`config.mk`:
```
export PLATFORM = sky130hd
export DESIGN_NAME = nor_flash_host
export DESIGN_NICKNAME = d
export VERILOG_FILES = /design/src/rtl/nor_host_pkg.sv /design/src/rtl/nor_flash_host.sv /design/src/rtl/nor_sync2.sv
export VERILOG_INCLUDE_DIRS = /design/src /design/src/rtl
export SDC_FILE = /design/constraint.sdc
export NUM_CORES = 1
export LEC_CHECK = 0
export ABC_AREA = 1
export ABC_CLOCK_PERIOD_IN_PS = 2100
export BUFFER_PORTS_ARGS = -buffer_cell sky130_fd_sc_hd__buf_2
export CORE_MARGIN = 5
export CORE_UTILIZATION = 53
export CTS_CLUSTER_DIAMETER = 100
export DETAILED_ROUTE_END_ITERATION = 6
export HOLD_SLACK_MARGIN = 0.15
export PLACE_DENSITY = 0.85
export SLEW_MARGIN = 40
export SYNTH_ARGS = -nofsm -noshare
export SYNTH_HDL_FRONTEND = slang
export SYNTH_HIERARCHICAL = 1
export SYNTH_SLANG_ARGS = --single-unit
```
`constraint.sdc`:
```
create_clock -name clk -period 2.1 [get_ports clk]
set_input_delay 0.21 -clock clk [delete_from_list [all_inputs] [get_ports clk]]
set_output_delay 0.21 -clock clk [all_outputs]
set_load 0.05 [all_outputs]
```
`src/rtl/nor_host_regs.svh`:
```
`ifndef NOR_HOST_REGS_SVH
`define NOR_HOST_REGS_SVH
// Timing figures in ns
`define CLK_PERIOD_NS 50
`define RESET_PULSE_MIN_NS 50000
`define RESET_TO_READ_DELAY_NS 200000
`define RESET_TO_WRITE_DELAY_NS 200000
`define READ_ACCESS_NS 110
`define WRITE_PULSE_NS 50
`define SETUP_NS 50
// Read data passes the two-stage synchroniser before capture
`define SYNC_STAGES 2
`define NS_CYC_UP(ns) (((ns) + `CLK_PERIOD_NS - 1) / `CLK_PERIOD_NS)
`define ADDR_WIDTH 27
`define DATA_WIDTH 16
`define CNT_WIDTH 16
`define CMD_WRITE 1'h1
`define CMD_READ 1'h0
`endif

```
`src/rtl/nor_host_pkg.sv`:
```
package nor_host_pkg;
	typedef struct packed {
		logic [26:0] addr;
		logic [15:0] data;
		logic write;
	} host_req_t;
	typedef struct packed {
		logic chipSelB;
		logic outEnB;
		logic writeStrobeB;
		logic resetB;
		logic dataOe;
	} pin_ctl_t;
	typedef enum logic [2:0] {
		ST_RESET = 3'h0,
		ST_RECOVER = 3'h1,
		ST_IDLE = 3'h2,
		ST_SETUP = 3'h3,
		ST_STROBE = 3'h4,
		ST_HOLD = 3'h5
	} host_state_t;
endpackage

```
`src/rtl/nor_flash_host.sv`:
```
// Notes on behaviour
// - Address valid at strobe fall, data at rise
// - Hold reset low for minimum pulse
// - Wait both recovery delays after reset
// - Low shared busy line: some device busy
// - Output enable high during every write
`timescale 1ns/100ps
`default_nettype none
`include "nor_host_regs.svh"
module nor_flash_host
	import nor_host_pkg::*;
#(
	parameter int RESET_PULSE_CYC = `NS_CYC_UP(`RESET_PULSE_MIN_NS),
	parameter int RECOVER_CYC = `NS_CYC_UP((`RESET_TO_READ_DELAY_NS > `RESET_TO_WRITE_DELAY_NS) ?
		`RESET_TO_READ_DELAY_NS : `RESET_TO_WRITE_DELAY_NS),
	parameter int READ_CYC = `NS_CYC_UP(`READ_ACCESS_NS),
	parameter int STROBE_CYC = `NS_CYC_UP(`WRITE_PULSE_NS),
	parameter int SETUP_CYC = `NS_CYC_UP(`SETUP_NS)
) (
	// Clock and reset
	input wire logic clk,
	input wire logic rst_b,
	// User request
	input wire nor_host_pkg::host_req_t req,
	input wire logic reqValid,
	output logic reqReady,
	input wire logic flashReset,
	// User answer
	output logic [15:0] rdData,
	output logic rdValid,
	output logic flashBusy,
	// Flash pins
	output logic [26:0] flashAddr,
	output logic chipSelB,
	output logic outEnB,
	output logic writeStrobeB,
	output logic resetB,
	input wire logic [15:0] dataIn,
	output logic [15:0] dataOut,
	output logic dataOe,
	input wire logic readyBusyIn
);
	import nor_host_pkg::*;

	typedef struct packed {
		host_state_t st;
		logic [`CNT_WIDTH-1:0] cnt;
		host_req_t cur;
		pin_ctl_t pin;
		logic [15:0] rd;
		logic rdv;
	} state_t;

	state_t s_r, s_nxt;
	logic [16:0] syncIn, syncOut;

	////////////////////////////////////////////////////////////
	// Pin inputs come from another timing world
	assign syncIn = {readyBusyIn, dataIn};
	nor_sync2 #(.WIDTH(17)) u_sync (
		.clk(clk),
		.rst_b(rst_b),
		.asyncIn(syncIn),
		.syncOut(syncOut)
	);

	function automatic logic [`CNT_WIDTH-1:0] cyc(input int n);
		cyc = `CNT_WIDTH'(n - 1);
	endfunction

	////////////////////////////////////////////////////////////
	always_comb begin
		s_nxt = s_r;
		s_nxt.rdv = 1'h0;
		if (s_r.cnt != '0) begin
			s_nxt.cnt = s_r.cnt - `CNT_WIDTH'(1);
		end
		case (s_r.st)
			ST_RESET: begin
				s_nxt.pin = '{chipSelB: 1'h1, outEnB: 1'h1, writeStrobeB: 1'h1, resetB: 1'h0, dataOe: 1'h0};
				if (s_r.cnt == '0) begin
					s_nxt.st = ST_RECOVER;
					s_nxt.pin.resetB = 1'h1;
					s_nxt.cnt = cyc(RECOVER_CYC);
				end
			end
			ST_RECOVER: begin
				if (s_r.cnt == '0) begin
					s_nxt.st = ST_IDLE;
				end
			end
			ST_IDLE: begin
				if (reqValid) begin
					// Full address including die select bit is driven as given
					s_nxt.cur = req;
					s_nxt.st = ST_SETUP;
					s_nxt.pin.chipSelB = 1'h0;
					s_nxt.pin.outEnB = 1'h1;
					s_nxt.pin.dataOe = req.write;
					s_nxt.cnt = cyc(SETUP_CYC);
				end
			end
			ST_SETUP: begin
				if (s_r.cnt == '0) begin
					s_nxt.st = ST_STROBE;
					if (s_r.cur.write == `CMD_WRITE) begin
						// Chip select already low, so strobe fall is the latching fall
						s_nxt.pin.writeStrobeB = 1'h0;
						s_nxt.cnt = cyc(STROBE_CYC);
					end else begin
						s_nxt.pin.outEnB = 1'h0;
						s_nxt.cnt = cyc(READ_CYC + `SYNC_STAGES); // Synchroniser delay on top of access
					end
				end
			end
			ST_STROBE: begin
				if (s_r.cnt == '0) begin
					s_nxt.st = ST_HOLD;
					if (s_r.cur.write == `CMD_WRITE) begin
						// Strobe rises before chip select and data, so data holds
						s_nxt.pin.writeStrobeB = 1'h1;
					end else begin
						s_nxt.rd = syncOut[15:0];
						s_nxt.rdv = 1'h1;
						s_nxt.pin.outEnB = 1'h1;
					end
				end
			end
			ST_HOLD: begin
				s_nxt.st = ST_IDLE;
				s_nxt.pin.chipSelB = 1'h1;
				s_nxt.pin.dataOe = 1'h0;
			end
			default: begin
				s_nxt.st = ST_RESET;
			end
		endcase
		if (flashReset && s_r.st != ST_RESET) begin
			s_nxt.st = ST_RESET;
			s_nxt.pin = '{chipSelB: 1'h1, outEnB: 1'h1, writeStrobeB: 1'h1, resetB: 1'h0, dataOe: 1'h0};
			s_nxt.cnt = cyc(RESET_PULSE_CYC);
		end
	end

	always_ff @(posedge clk or negedge rst_b) begin
		if (!rst_b) begin
			s_r <= '0;
			s_r.st <= ST_RESET;
			s_r.cnt <= `CNT_WIDTH'(RESET_PULSE_CYC - 1);
			s_r.pin <= '{chipSelB: 1'h1, outEnB: 1'h1, writeStrobeB: 1'h1, resetB: 1'h0, dataOe: 1'h0};
		end else begin
			s_r <= s_nxt;
		end
	end

	////////////////////////////////////////////////////////////
	assign reqReady = (s_r.st == ST_IDLE) && !flashReset;
	assign rdData = s_r.rd;
	assign rdValid = s_r.rdv;
	// Low means at least one device on the shared line is busy
	assign flashBusy = !syncOut[16];
	assign flashAddr = s_r.cur.addr;
	assign dataOut = s_r.cur.data;
	assign chipSelB = s_r.pin.chipSelB;
	assign outEnB = s_r.pin.outEnB;
	assign writeStrobeB = s_r.pin.writeStrobeB;
	assign resetB = s_r.pin.resetB;
	assign dataOe = s_r.pin.dataOe;

	////////////////////////////////////////////////////////////
	logic [`CNT_WIDTH:0] lowCnt_r;
	always_ff @(posedge clk or negedge rst_b) begin
		if (!rst_b) begin
			lowCnt_r <= '0;
		end else if (!resetB) begin
			lowCnt_r <= lowCnt_r + (`CNT_WIDTH+1)'(1);
		end else begin
			lowCnt_r <= '0;
		end
	end
	reset_pulse_a: assert property (@(posedge clk) disable iff (!rst_b)
		$rose(resetB) |-> lowCnt_r >= (`CNT_WIDTH+1)'(RESET_PULSE_CYC))
		else $error("reset pulse too short");
	oe_write_a: assert property (@(posedge clk) disable iff (!rst_b)
		!writeStrobeB |-> outEnB && !chipSelB)
		else $error("output enable low during write");
	bus_turn_a: assert property (@(posedge clk) disable iff (!rst_b)
		!outEnB |-> !dataOe && !chipSelB)
		else $error("bus contention on read");
	addr_stable_a: assert property (@(posedge clk) disable iff (!rst_b)
		$fell(writeStrobeB) |-> $stable(flashAddr) ##1 ($stable(flashAddr) && $stable(dataOut)) [*1])
		else $error("address moved at strobe");
	data_rise_a: assert property (@(posedge clk) disable iff (!rst_b)
		$rose(writeStrobeB) |-> dataOe && !chipSelB && $stable(dataOut))
		else $error("data not held at strobe rise");
	recover_a: assert property (@(posedge clk) disable iff (!rst_b)
		$rose(resetB) |-> chipSelB [*8])
		else $error("access during recovery");
	standby_a: assert property (@(posedge clk) disable iff (!rst_b)
		chipSelB |-> outEnB && writeStrobeB)
		else $error("strobe while deselected");
	read_done_a: assert property (@(posedge clk) disable iff (!rst_b)
		$fell(outEnB) |-> ##[1:300] rdValid)
		else $error("read never completed");
endmodule
`default_nettype wire

```
`src/rtl/nor_sync2.sv`:
```
`timescale 1ns/100ps
`default_nettype none
module nor_sync2 #(
	parameter int WIDTH = 1
) (
	// Clock and reset
	input wire logic clk,
	input wire logic rst_b,
	// Levels
	input wire logic [WIDTH-1:0] asyncIn,
	output logic [WIDTH-1:0] syncOut
);
	logic [WIDTH-1:0] meta_r;
	always_ff @(posedge clk or negedge rst_b) begin
		if (!rst_b) begin
			meta_r <= '1;
			syncOut <= '1;
		end else begin
			meta_r <= asyncIn;
			syncOut <= meta_r;
		end
	end
endmodule
`default_nettype wire
```
==> results.toml, run 1 <==
[run_status]
status = "finished, final reports clean"

[logic_synthesis]
synth_fp_nets = 638
synth-seq-cells = 119
ys_top_cells_by_area = "dfrtp_1 (35%), dfstp_2 (22%), nand2_1 (17%)"
synth_most_common_cell = "nand2_1"
yosysTopAreaCellShare_pct = 35.2
post_synth_most_frequent_cells = "nand2_1 (237), dfrtp_1 (74), buf_4 (61)"
synth_area_sq_um = 5260
synth_cells = 570
yosysTopAreaCell = "dfrtp_1"
synthFlopType = "dfrtp_1"
synth_warnings = 6
syn_avg_cell_area_sq_um = 9.23
ys_seq_area_share_pct = 57.7
synth_cell_type_count = 34
synth_edf_count = 0
async_reset_ff_share_pct = 100

[timing]
tns_ns = 0
tightestPinTransition_ns = 0.702
max_freq_mhz = 508
setup_ws_ns = 0.132
clock_skew_ns = 0.00913
hold_viol = 0
slew-limit-headroom_pct = 53.1
fin_crit_sh_pct = 93.7
final.min_clock_period_ns = 1.97
slew_viol_final = 0
setup_viol = 0
rsz0062_at_grt = "no"

[worst_setup_path]
setup.worst_path.end_class = "output pin"
cp.arrival_ns = 1.76
startpoint = "s_r[83]"
cp_max_fo = 5
r2r_cells = 10
rrSetupSlack_ns = 0.23
critPathKind = "flip-flop to output pin"
worst_setup_path_start_kind = "flip-flop"
r2r-end = "s_r[82]"
required_ns = 1.89
reg2reg_from = "s_r[66]"

[floorplan]
dieArea_sq_um = 12000
io_pins = 132
row_count = 36
core-area_sq_um = 9730
chipHeight_um = 110
start_util_pct = 54.1
die_width_um = 110

[placement]
io_buffers = 131
gp_congestion = 0.929
pre_cts_slack_ns = 0.259
place_hpwl_um = 7940

[drt]
dr.pass1.iters = 5
postRouteAntennaNets = 0
drtIter0Drc = 431
wl_per_cell_um = 15.3
route.vias.total = 4205
wl_um = 13200
routed_via_density = 4.88
drcViolationCount = 0

[hold_path]
min_path_type = "input pin to flip-flop"
min_to = "chipSelB"
hold_depth = 6
holdCritStartpoint = "reqValid"

[clocking]
clock_latency_ns = 0.52
clock_sinks = 119
cts_tree = "done"
cts_buffers = 17
cts_htree_levels = 4
cts-root-buf = "clkbuf_8"
clk_pin_slew_worst_paths_ns = 0.06
clk_path_buf_depth = 2

[pwr]
power_frac_comb_pct = 40.0
ir_drop_v = 0.00103
sw_frac_of_total_pct = 43.9
p_int_uw = 5830
p_per_area_nw_per_um2 = 1520
switching_power_uw = 4560
p_leak_uw = 0.00363
p_clk_share_pct = 27.0
seqPwrFrac_pct = 33.0

[global_routing]
grt_max_degree = 48
grt_overflow = 0
grt_pass1_vias = 4455
track_usage_pct = 23.1
antenna_found_initial = 0
grt_pass1_wl_um = 21200

[job]
drv_cap = 0

[finish]
drive_above_1_share_pct = 32.6
syn2layout_area_growth_pct = 29.5
nets = 783
==> registers in the layout (all words and copies together) (netlist names) <==
signal	flops
flashAddr	27
s_r	20
u_sync/meta_r	17
u_sync/syncOut	17
dataOut	16
rdData	16
chipSelB	1
dataOe	1
outEnB	1
rdValid	1
resetB	1
writeStrobeB	1
==> repair_timing <==
action	CTS	global route
hold buffers	63	0
hold endpoints to repair	131	0
gates resized for setup	0	1
setup buffers	0	0
setup endpoints to repair	0	1
==> cell usage in the layout, fill, tap and decap left out, drive strengths merged, types with 3 or more instances in the layout <==
cell and instances:
clkbuf 22, nor3 3, buf 134, dfrtp 74, nand4 4, or2 3, ha 3, dlygate4sd3 63
inv 29, dfstp 45, clkinv 7, nand3 21, nand2 242, a21oi 4, xor2 8, o21ai 16
nor2 42
==> worst max-delay path: stages, from the launching register on <==
cell	delay, ns
dfrtp_1	0.41
inv_1	0.08
nor2_2	0.15
nand2_1	0.20
nor2_1	0.15
clkbuf_4	0.25
==> cell families after synthesis <==
group	after synthesis	synth area share [%]
and+or+nand+nor	316	25.2
DFF	119	57.7
buffers and inverters	99	12.5
AOI/OAI and AO/OA	24	2.45
xor gates and xnor gates	9	1.50
adders and majority gates	3	0.714
==> routing by layer <==
layer | track usage, % | vias to the layer above | wire length, um | part of all wire (%)
li1 | - | 1998 | - | -
met1 | 27.4 | 1994 | 5190 | 39
met5 | 0 | - | 0 | 0
met2 | 39.8 | 179 | 6760 | 51
met4 | 9.26 | 0 | 313 | 2.4
met3 | 6.46 | 34 | 896 | 6.8
==> worst max path at each step <==
stage | endpoint | slack (ns) | depth (start not counted)
2_1_floorplan | s_r[66] | 0.44 | 9
3_3_place_gp | rdData[8] | 0.33 | 8
3_5_place_dp | s_r[82] | 0.26 | 10
4_1_cts | reqReady | 0.08 | 5
5_1_grt | reqReady | 0.009 | 5
6_report | reqReady | 0.13 | 5
==> metrics by stage <==
| step | area (sq um) | util [%] | instances | total power, uW | hold WS, ns |
|---|---|---|---|---|---|
| after CTS | 6810 | 70.0 | 861 | 10300 | 0.212 |
| after global routing | 6810 | 70.0 | 861 | 10900 | 0.286 |
| after floorplan | 5260 | - | 570 | 7010 | -0.0856 |
| after detailed placement | 5600 | 57.5 | 766 | 7400 | 0.257 |
| after global placement | 5600 | 57.5 | 766 | 7290 | 0.253 |
| final | 6810 | 70.0 | 862 | 10400 | 0.240 |
==> power groups by stage <==
| stage | clock network (uW) | registers (uW) | logic [uW] |
|---|---|---|---|
| floorplan | 0 | 3380 | 3630 |
| global placement | 0 | 3390 | 3890 |
| detailed placement | 0 | 3410 | 3990 |
| CTS | 2820 | 3390 | 4090 |
| global route | 2930 | 3490 | 4490 |
| finish | 2800 | 3430 | 4160 |
==> final cells by class <==
cell class / count / area [sq um]
antenna: 1 / 2.50
clock buffer: 21 / 469
clock inverter: 11 / 113
fill: 671 / 2920
inverter: 27 / 105
multi-input combinational: 352 / 1580
sequential: 119 / 3030
tap: 133 / 166
timing repair buffer: 198 / 1350
(Power assumes the default switching activity.)
==> run 2: changes to the inputs <==
--- a/config.mk
+++ b/config.mk
@@ -9,12 +9,14 @@
 export ABC_AREA = 1
 export ABC_CLOCK_PERIOD_IN_PS = 2100
 export BUFFER_PORTS_ARGS = -buffer_cell sky130_fd_sc_hd__buf_2
+export CELL_PAD_IN_SITES_DETAIL_PLACEMENT = 0
+export CELL_PAD_IN_SITES_GLOBAL_PLACEMENT = 1
 export CORE_MARGIN = 5
-export CORE_UTILIZATION = 53
+export CORE_UTILIZATION = 40
 export CTS_CLUSTER_DIAMETER = 100
 export DETAILED_ROUTE_END_ITERATION = 6
 export HOLD_SLACK_MARGIN = 0.15
-export PLACE_DENSITY = 0.85
+export PLACE_DENSITY = 0.77
 export SLEW_MARGIN = 40
 export SYNTH_ARGS = -nofsm -noshare
 export SYNTH_HDL_FRONTEND = slang
==> results.toml, run 2 (synthesis gave the netlist of run 1 again) <==
[placement]
placed_cell_area_sq_um = 5660
place_hpwl_um = 8040
pre_cts_slack_ns = 0.235
gp_congestion = 0.806
io_buffers = 131

[timing]
slew_viol_final = 0
clock_skew_ns = 0.00828
setup_viol = 0
final.min_clock_period_ns = 1.90
tightestPinTransition_ns = 0.763
setup_ws_ns = 0.203
slew-limit-headroom_pct = 49.1
tns_ns = 0
max_freq_mhz = 527
rsz0062_at_grt = "no"
fin_crit_sh_pct = 90.4
hold_viol = 0

[finish]
finish.instance_area_sq_um = 6870
regArea_sq_um = 3030
final_cell_mix = "nand2_1 (237), buf_2 (130), dfrtp_1 (74)"
n_antenna_cell = 0
multiInputGateArea_sq_um = 1580
syn2layout_area_growth_pct = 30.5
fillers = 1170
drive_above_1_share_pct = 32.5
largest_reg_flops = 27
layout_commonest_cell = "nand2_1"
nets = 784

[clocking]
clk_path_buf_depth = 2
cts_tree = "done"
cts_htree_levels = 4
cts_buffers = 17
cts-root-buf = "clkbuf_16"
clock_latency_ns = 0.41
cts.repair.resized = 0
clock_sinks = 119
clk_pin_slew_worst_paths_ns = 0.05
post_cts_buffers = 0

[drt]
route.vias.total = 4064
dr.pass1.iters = 4
wl_um = 11900
drcViolationCount = 0
drtIter0Drc = 238
postRouteAntennaNets = 0
wl_per_cell_um = 13.2
routed_via_density = 4.49

[worst_setup_path]
required_ns = 2.42
startpoint = "s_r[66]"
cp_max_fo = 6
rrSetupSlack_ns = 0.20
worst_setup_path_start_kind = "flip-flop"
cp.arrival_ns = 2.22
critPathKind = "flip-flop to flip-flop"
reg2reg_from = "s_r[66]"
setup.worst_path.end_class = "flip-flop"
r2r-end = "s_r[73]"
r2r_cells = 8

[pwr]
ir_drop_v = 0.000873
power_uw = 10300
p_leak_uw = 0.00362
p_per_area_nw_per_um2 = 1500

[global_routing]
grt_pass1_wl_um = 20500
grt_max_degree = 55
grt_pass1_vias = 4282
grt_overflow = 0
antenna_found_initial = 0
track_usage_pct = 16.1

[floorplan]
row_count = 42
dieArea_sq_um = 15500
io_pins = 132
die_width_um = 125
chipHeight_um = 125
core-area_sq_um = 13100
start_util_pct = 40.2

[hold_path]
min_path_type = "input pin to async pin"

[job]
drv_cap = 0

[run_status]
status = "finished, final reports clean"
## run 2: cell types whose count changed in the layout (fill, tap and decap cells not counted), sizes merged
cell / change
clkbuf: -4
clkinvlp: +3
buf: +2
bufinv: +1
diode: -1
inv: -1
## run 2: where the power goes
part           internal (uW)  total, uW  switching, uW
Sequential              3010       3420            410
Clock                   1750       2800           1050
Combinational           1100       4060           2960
Total                   5860      10300           4420
## run 2: per-layer routing
metal / track usage (%) / routed length (um) / vias up
met3: 5.02 / 744 / 18
met1: 19.9 / 5200 / 1913
met2: 26.7 / 5810 / 138
met4: 5.54 / 172 / 0
met5: 0 / 0 / -
li1: - / - / 1995
## run 2: through the flow
| stage | util [%] | hold WS [ns] | std cells |
|---|---|---|---|
| 6_report | 52.5 | 0.289 | 905 |
| 5_1_grt | 52.5 | 0.345 | 905 |
| 4_1_cts | 52.5 | 0.293 | 905 |
| 3_5_place_dp | 43.2 | 0.188 | 810 |
| 3_3_place_gp | 43.2 | 0.189 | 810 |
| 2_1_floorplan | - | -0.0856 | 570 |
## run 2: worst max path at each step
stage	end	slack (ns)	cells past startpoint
6_report	s_r[73]	0.20	8
5_1_grt	s_r[73]	0.07	8
4_1_cts	s_r[73]	0.22	8
3_5_place_dp	s_r[73]	0.24	8
3_3_place_gp	outEnB	0.32	10
2_1_floorplan	s_r[66]	0.44	9
## run 2: layout make-up
| cell class | count | area share, % |
|---|---|---|
| clock buffer | 18 | 6.25 |
| inverter | 27 | 1.53 |
| clock inverter | 14 | 2.17 |
| sequential | 119 | 44.2 |
| timing repair buffer | 199 | 19.7 |
| multi-input combinational | 352 | 23.0 |
| tap | 176 | 3.21 |
## run 2: repair_timing
item                                    CTS  global route
endpoints found under the setup margin    0             0
hold endpoints to repair                126             0
hold buffers                             63             0
## run 2: critical path: stages (launching register included)
cell and delay, ns:
dfstp_2 0.53, inv_1 0.07, ha_1 0.24, nand2_2 0.16, nor2_2 0.07, nand2_1 0.14
inv_1 0.13, o21ai_0 0.34, nand2_1 0.12
==> run 3: changes to the inputs <==
--- a/config.mk
+++ b/config.mk
@@ -13,7 +13,9 @@
 export CELL_PAD_IN_SITES_GLOBAL_PLACEMENT = 1
 export CORE_MARGIN = 5
 export CORE_UTILIZATION = 40
+export CTS_BUF_LIST = sky130_fd_sc_hd__clkbuf_16
 export CTS_CLUSTER_DIAMETER = 100
+export CTS_CLUSTER_SIZE = 25
 export DETAILED_ROUTE_END_ITERATION = 6
 export HOLD_SLACK_MARGIN = 0.15
 export PLACE_DENSITY = 0.77
==> results.toml, run 3 (synthesis gave the netlist of run 1 again) <==
[run_status]
status = "finished, final reports clean"

[finish]
final_cell_mix = "nand2_1 (237), buf_2 (130), dfrtp_1 (74)"
drive_above_1_share_pct = 32.5
n_antenna_cell = 0
nets = 784
layout.cells.non_filler = 905
layout_commonest_cell = "nand2_1"
syn2layout_area_growth_pct = 30.5
largest_reg_flops = 27

[global_routing]
antenna_found_initial = 0
track_usage_pct = 16.1
grt_max_degree = 55
grt_pass1_wl_um = 20500
grt_pass1_vias = 4282
grt_overflow = 0

[floorplan]
core-area_sq_um = 13100
row_count = 42
die_width_um = 125
dieArea_sq_um = 15500
chipHeight_um = 125
io_pins = 132
start_util_pct = 40.2

[timing]
max_freq_mhz = 527
setup_ws_ns = 0.203
setup_viol = 0
tightestPinTransition_ns = 0.763
tns_ns = 0
rsz0062_at_grt = "no"
fin_crit_sh_pct = 90.4
final.min_clock_period_ns = 1.90
slew_viol_final = 0
clock_skew_ns = 0.00828
slew-limit-headroom_pct = 49.1
hold_viol = 0

[drt]
postRouteAntennaNets = 0
route.vias.total = 4063
wl_per_cell_um = 13.2
wl_um = 11900
dr.pass1.iters = 4
routed_via_density = 4.49
drcViolationCount = 0
drtIter0Drc = 238

[clocking]
cts_htree_levels = 4
clk_path_buf_depth = 2
clock_latency_ns = 0.41
cts-root-buf = "clkbuf_16"
clock_sinks = 119
post_cts_buffers = 0
cts_tree = "done"
clk_pin_slew_worst_paths_ns = 0.05
cts_buffers = 17

[placement]
placed_cells = 810
gp_congestion = 0.806
pre_cts_slack_ns = 0.235
place_hpwl_um = 8040
io_buffers = 131

[worst_setup_path]
crit_buf_inv = 2
crit_family = "flip-flops"
cp_cell_sequence = "inv_1, ha_1, nand2_2, nor2_2, nand2_1, inv_1, o21ai_0, nand2_1"
reg2reg_from = "s_r[66]"
critPathKind = "flip-flop to flip-flop"
critPathSlowestCell = "dfstp_2"
slowest_delay_ns = 0.53
r2r_cells = 8
cp_max_fo = 6
required_ns = 2.42
r2r-end = "s_r[73]"
rrSetupSlack_ns = 0.20
worst_setup_path_start_kind = "flip-flop"
cp.arrival_ns = 2.22
setup.worst_path.end_class = "flip-flop"

[pwr]
ir_drop_v = 0.000873
power_uw = 10300
p_per_area_nw_per_um2 = 1500
p_leak_uw = 0.00362

[job]
drv_cap = 0

[hold_path]
min_path_type = "input pin to async pin"
## run 3: cell count changes in the layout (fill, tap and decap cells not counted)
cell and change:
inv_1 +1, clkbuf_1 -1
## run 3: worst max path at each step
stage | startpoint | end | slack (ns) | cells past startpoint
2_1_floorplan | s_r[66] | s_r[66] | 0.44 | 9
3_3_place_gp | s_r[66] | outEnB | 0.32 | 10
3_5_place_dp | s_r[66] | s_r[73] | 0.24 | 8
4_1_cts | s_r[66] | s_r[73] | 0.22 | 8
5_1_grt | s_r[66] | s_r[73] | 0.07 | 8
6_report | s_r[66] | s_r[73] | 0.20 | 8
## run 3: what timing repair did
action                                  in CTS  in global routing
endpoints found under the setup margin       0                  0
hold endpoints to repair                   126                  0
gates resized for setup                      0                  0
hold buffers                                63                  0
## run 3: metrics by stage
stage / hold slack [ns] / utilization (%) / area [sq um]
after floorplan: -0.0856 / - / 5260
after global placement: 0.189 / 43.2 / 5660
after detailed placement: 0.188 / 43.2 / 5660
after CTS: 0.293 / 52.5 / 6870
after global routing: 0.345 / 52.5 / 6870
final: 0.289 / 52.5 / 6870
## run 3: layout make-up
cell class	instances	area [sq um]
Timing Repair Buffer	199	1350
Sequential cell	119	3030
Clock inverter	15	153
Tap cell	176	220
Multi-Input combinational cell	352	1580
Inverter	27	105
Fill cell	1170	6220
Clock buffer	17	425
## run 3: power breakdown
| group | switching (uW) | internal, uW |
|---|---|---|
| sequential | 410 | 3010 |
| combinational | 2960 | 1100 |
| clock | 1050 | 1740 |
## run 3: layer usage
| metal | vias up | routed length (um) | GRT usage [%] |
|---|---|---|---|
| met3 | 18 | 742 | 5.02 |
| met2 | 136 | 5810 | 26.7 |
| met5 | - | 0 | 0 |
| met4 | 0 | 172 | 5.54 |
| met1 | 1914 | 5200 | 19.9 |
| li1 | 1995 | - | - |
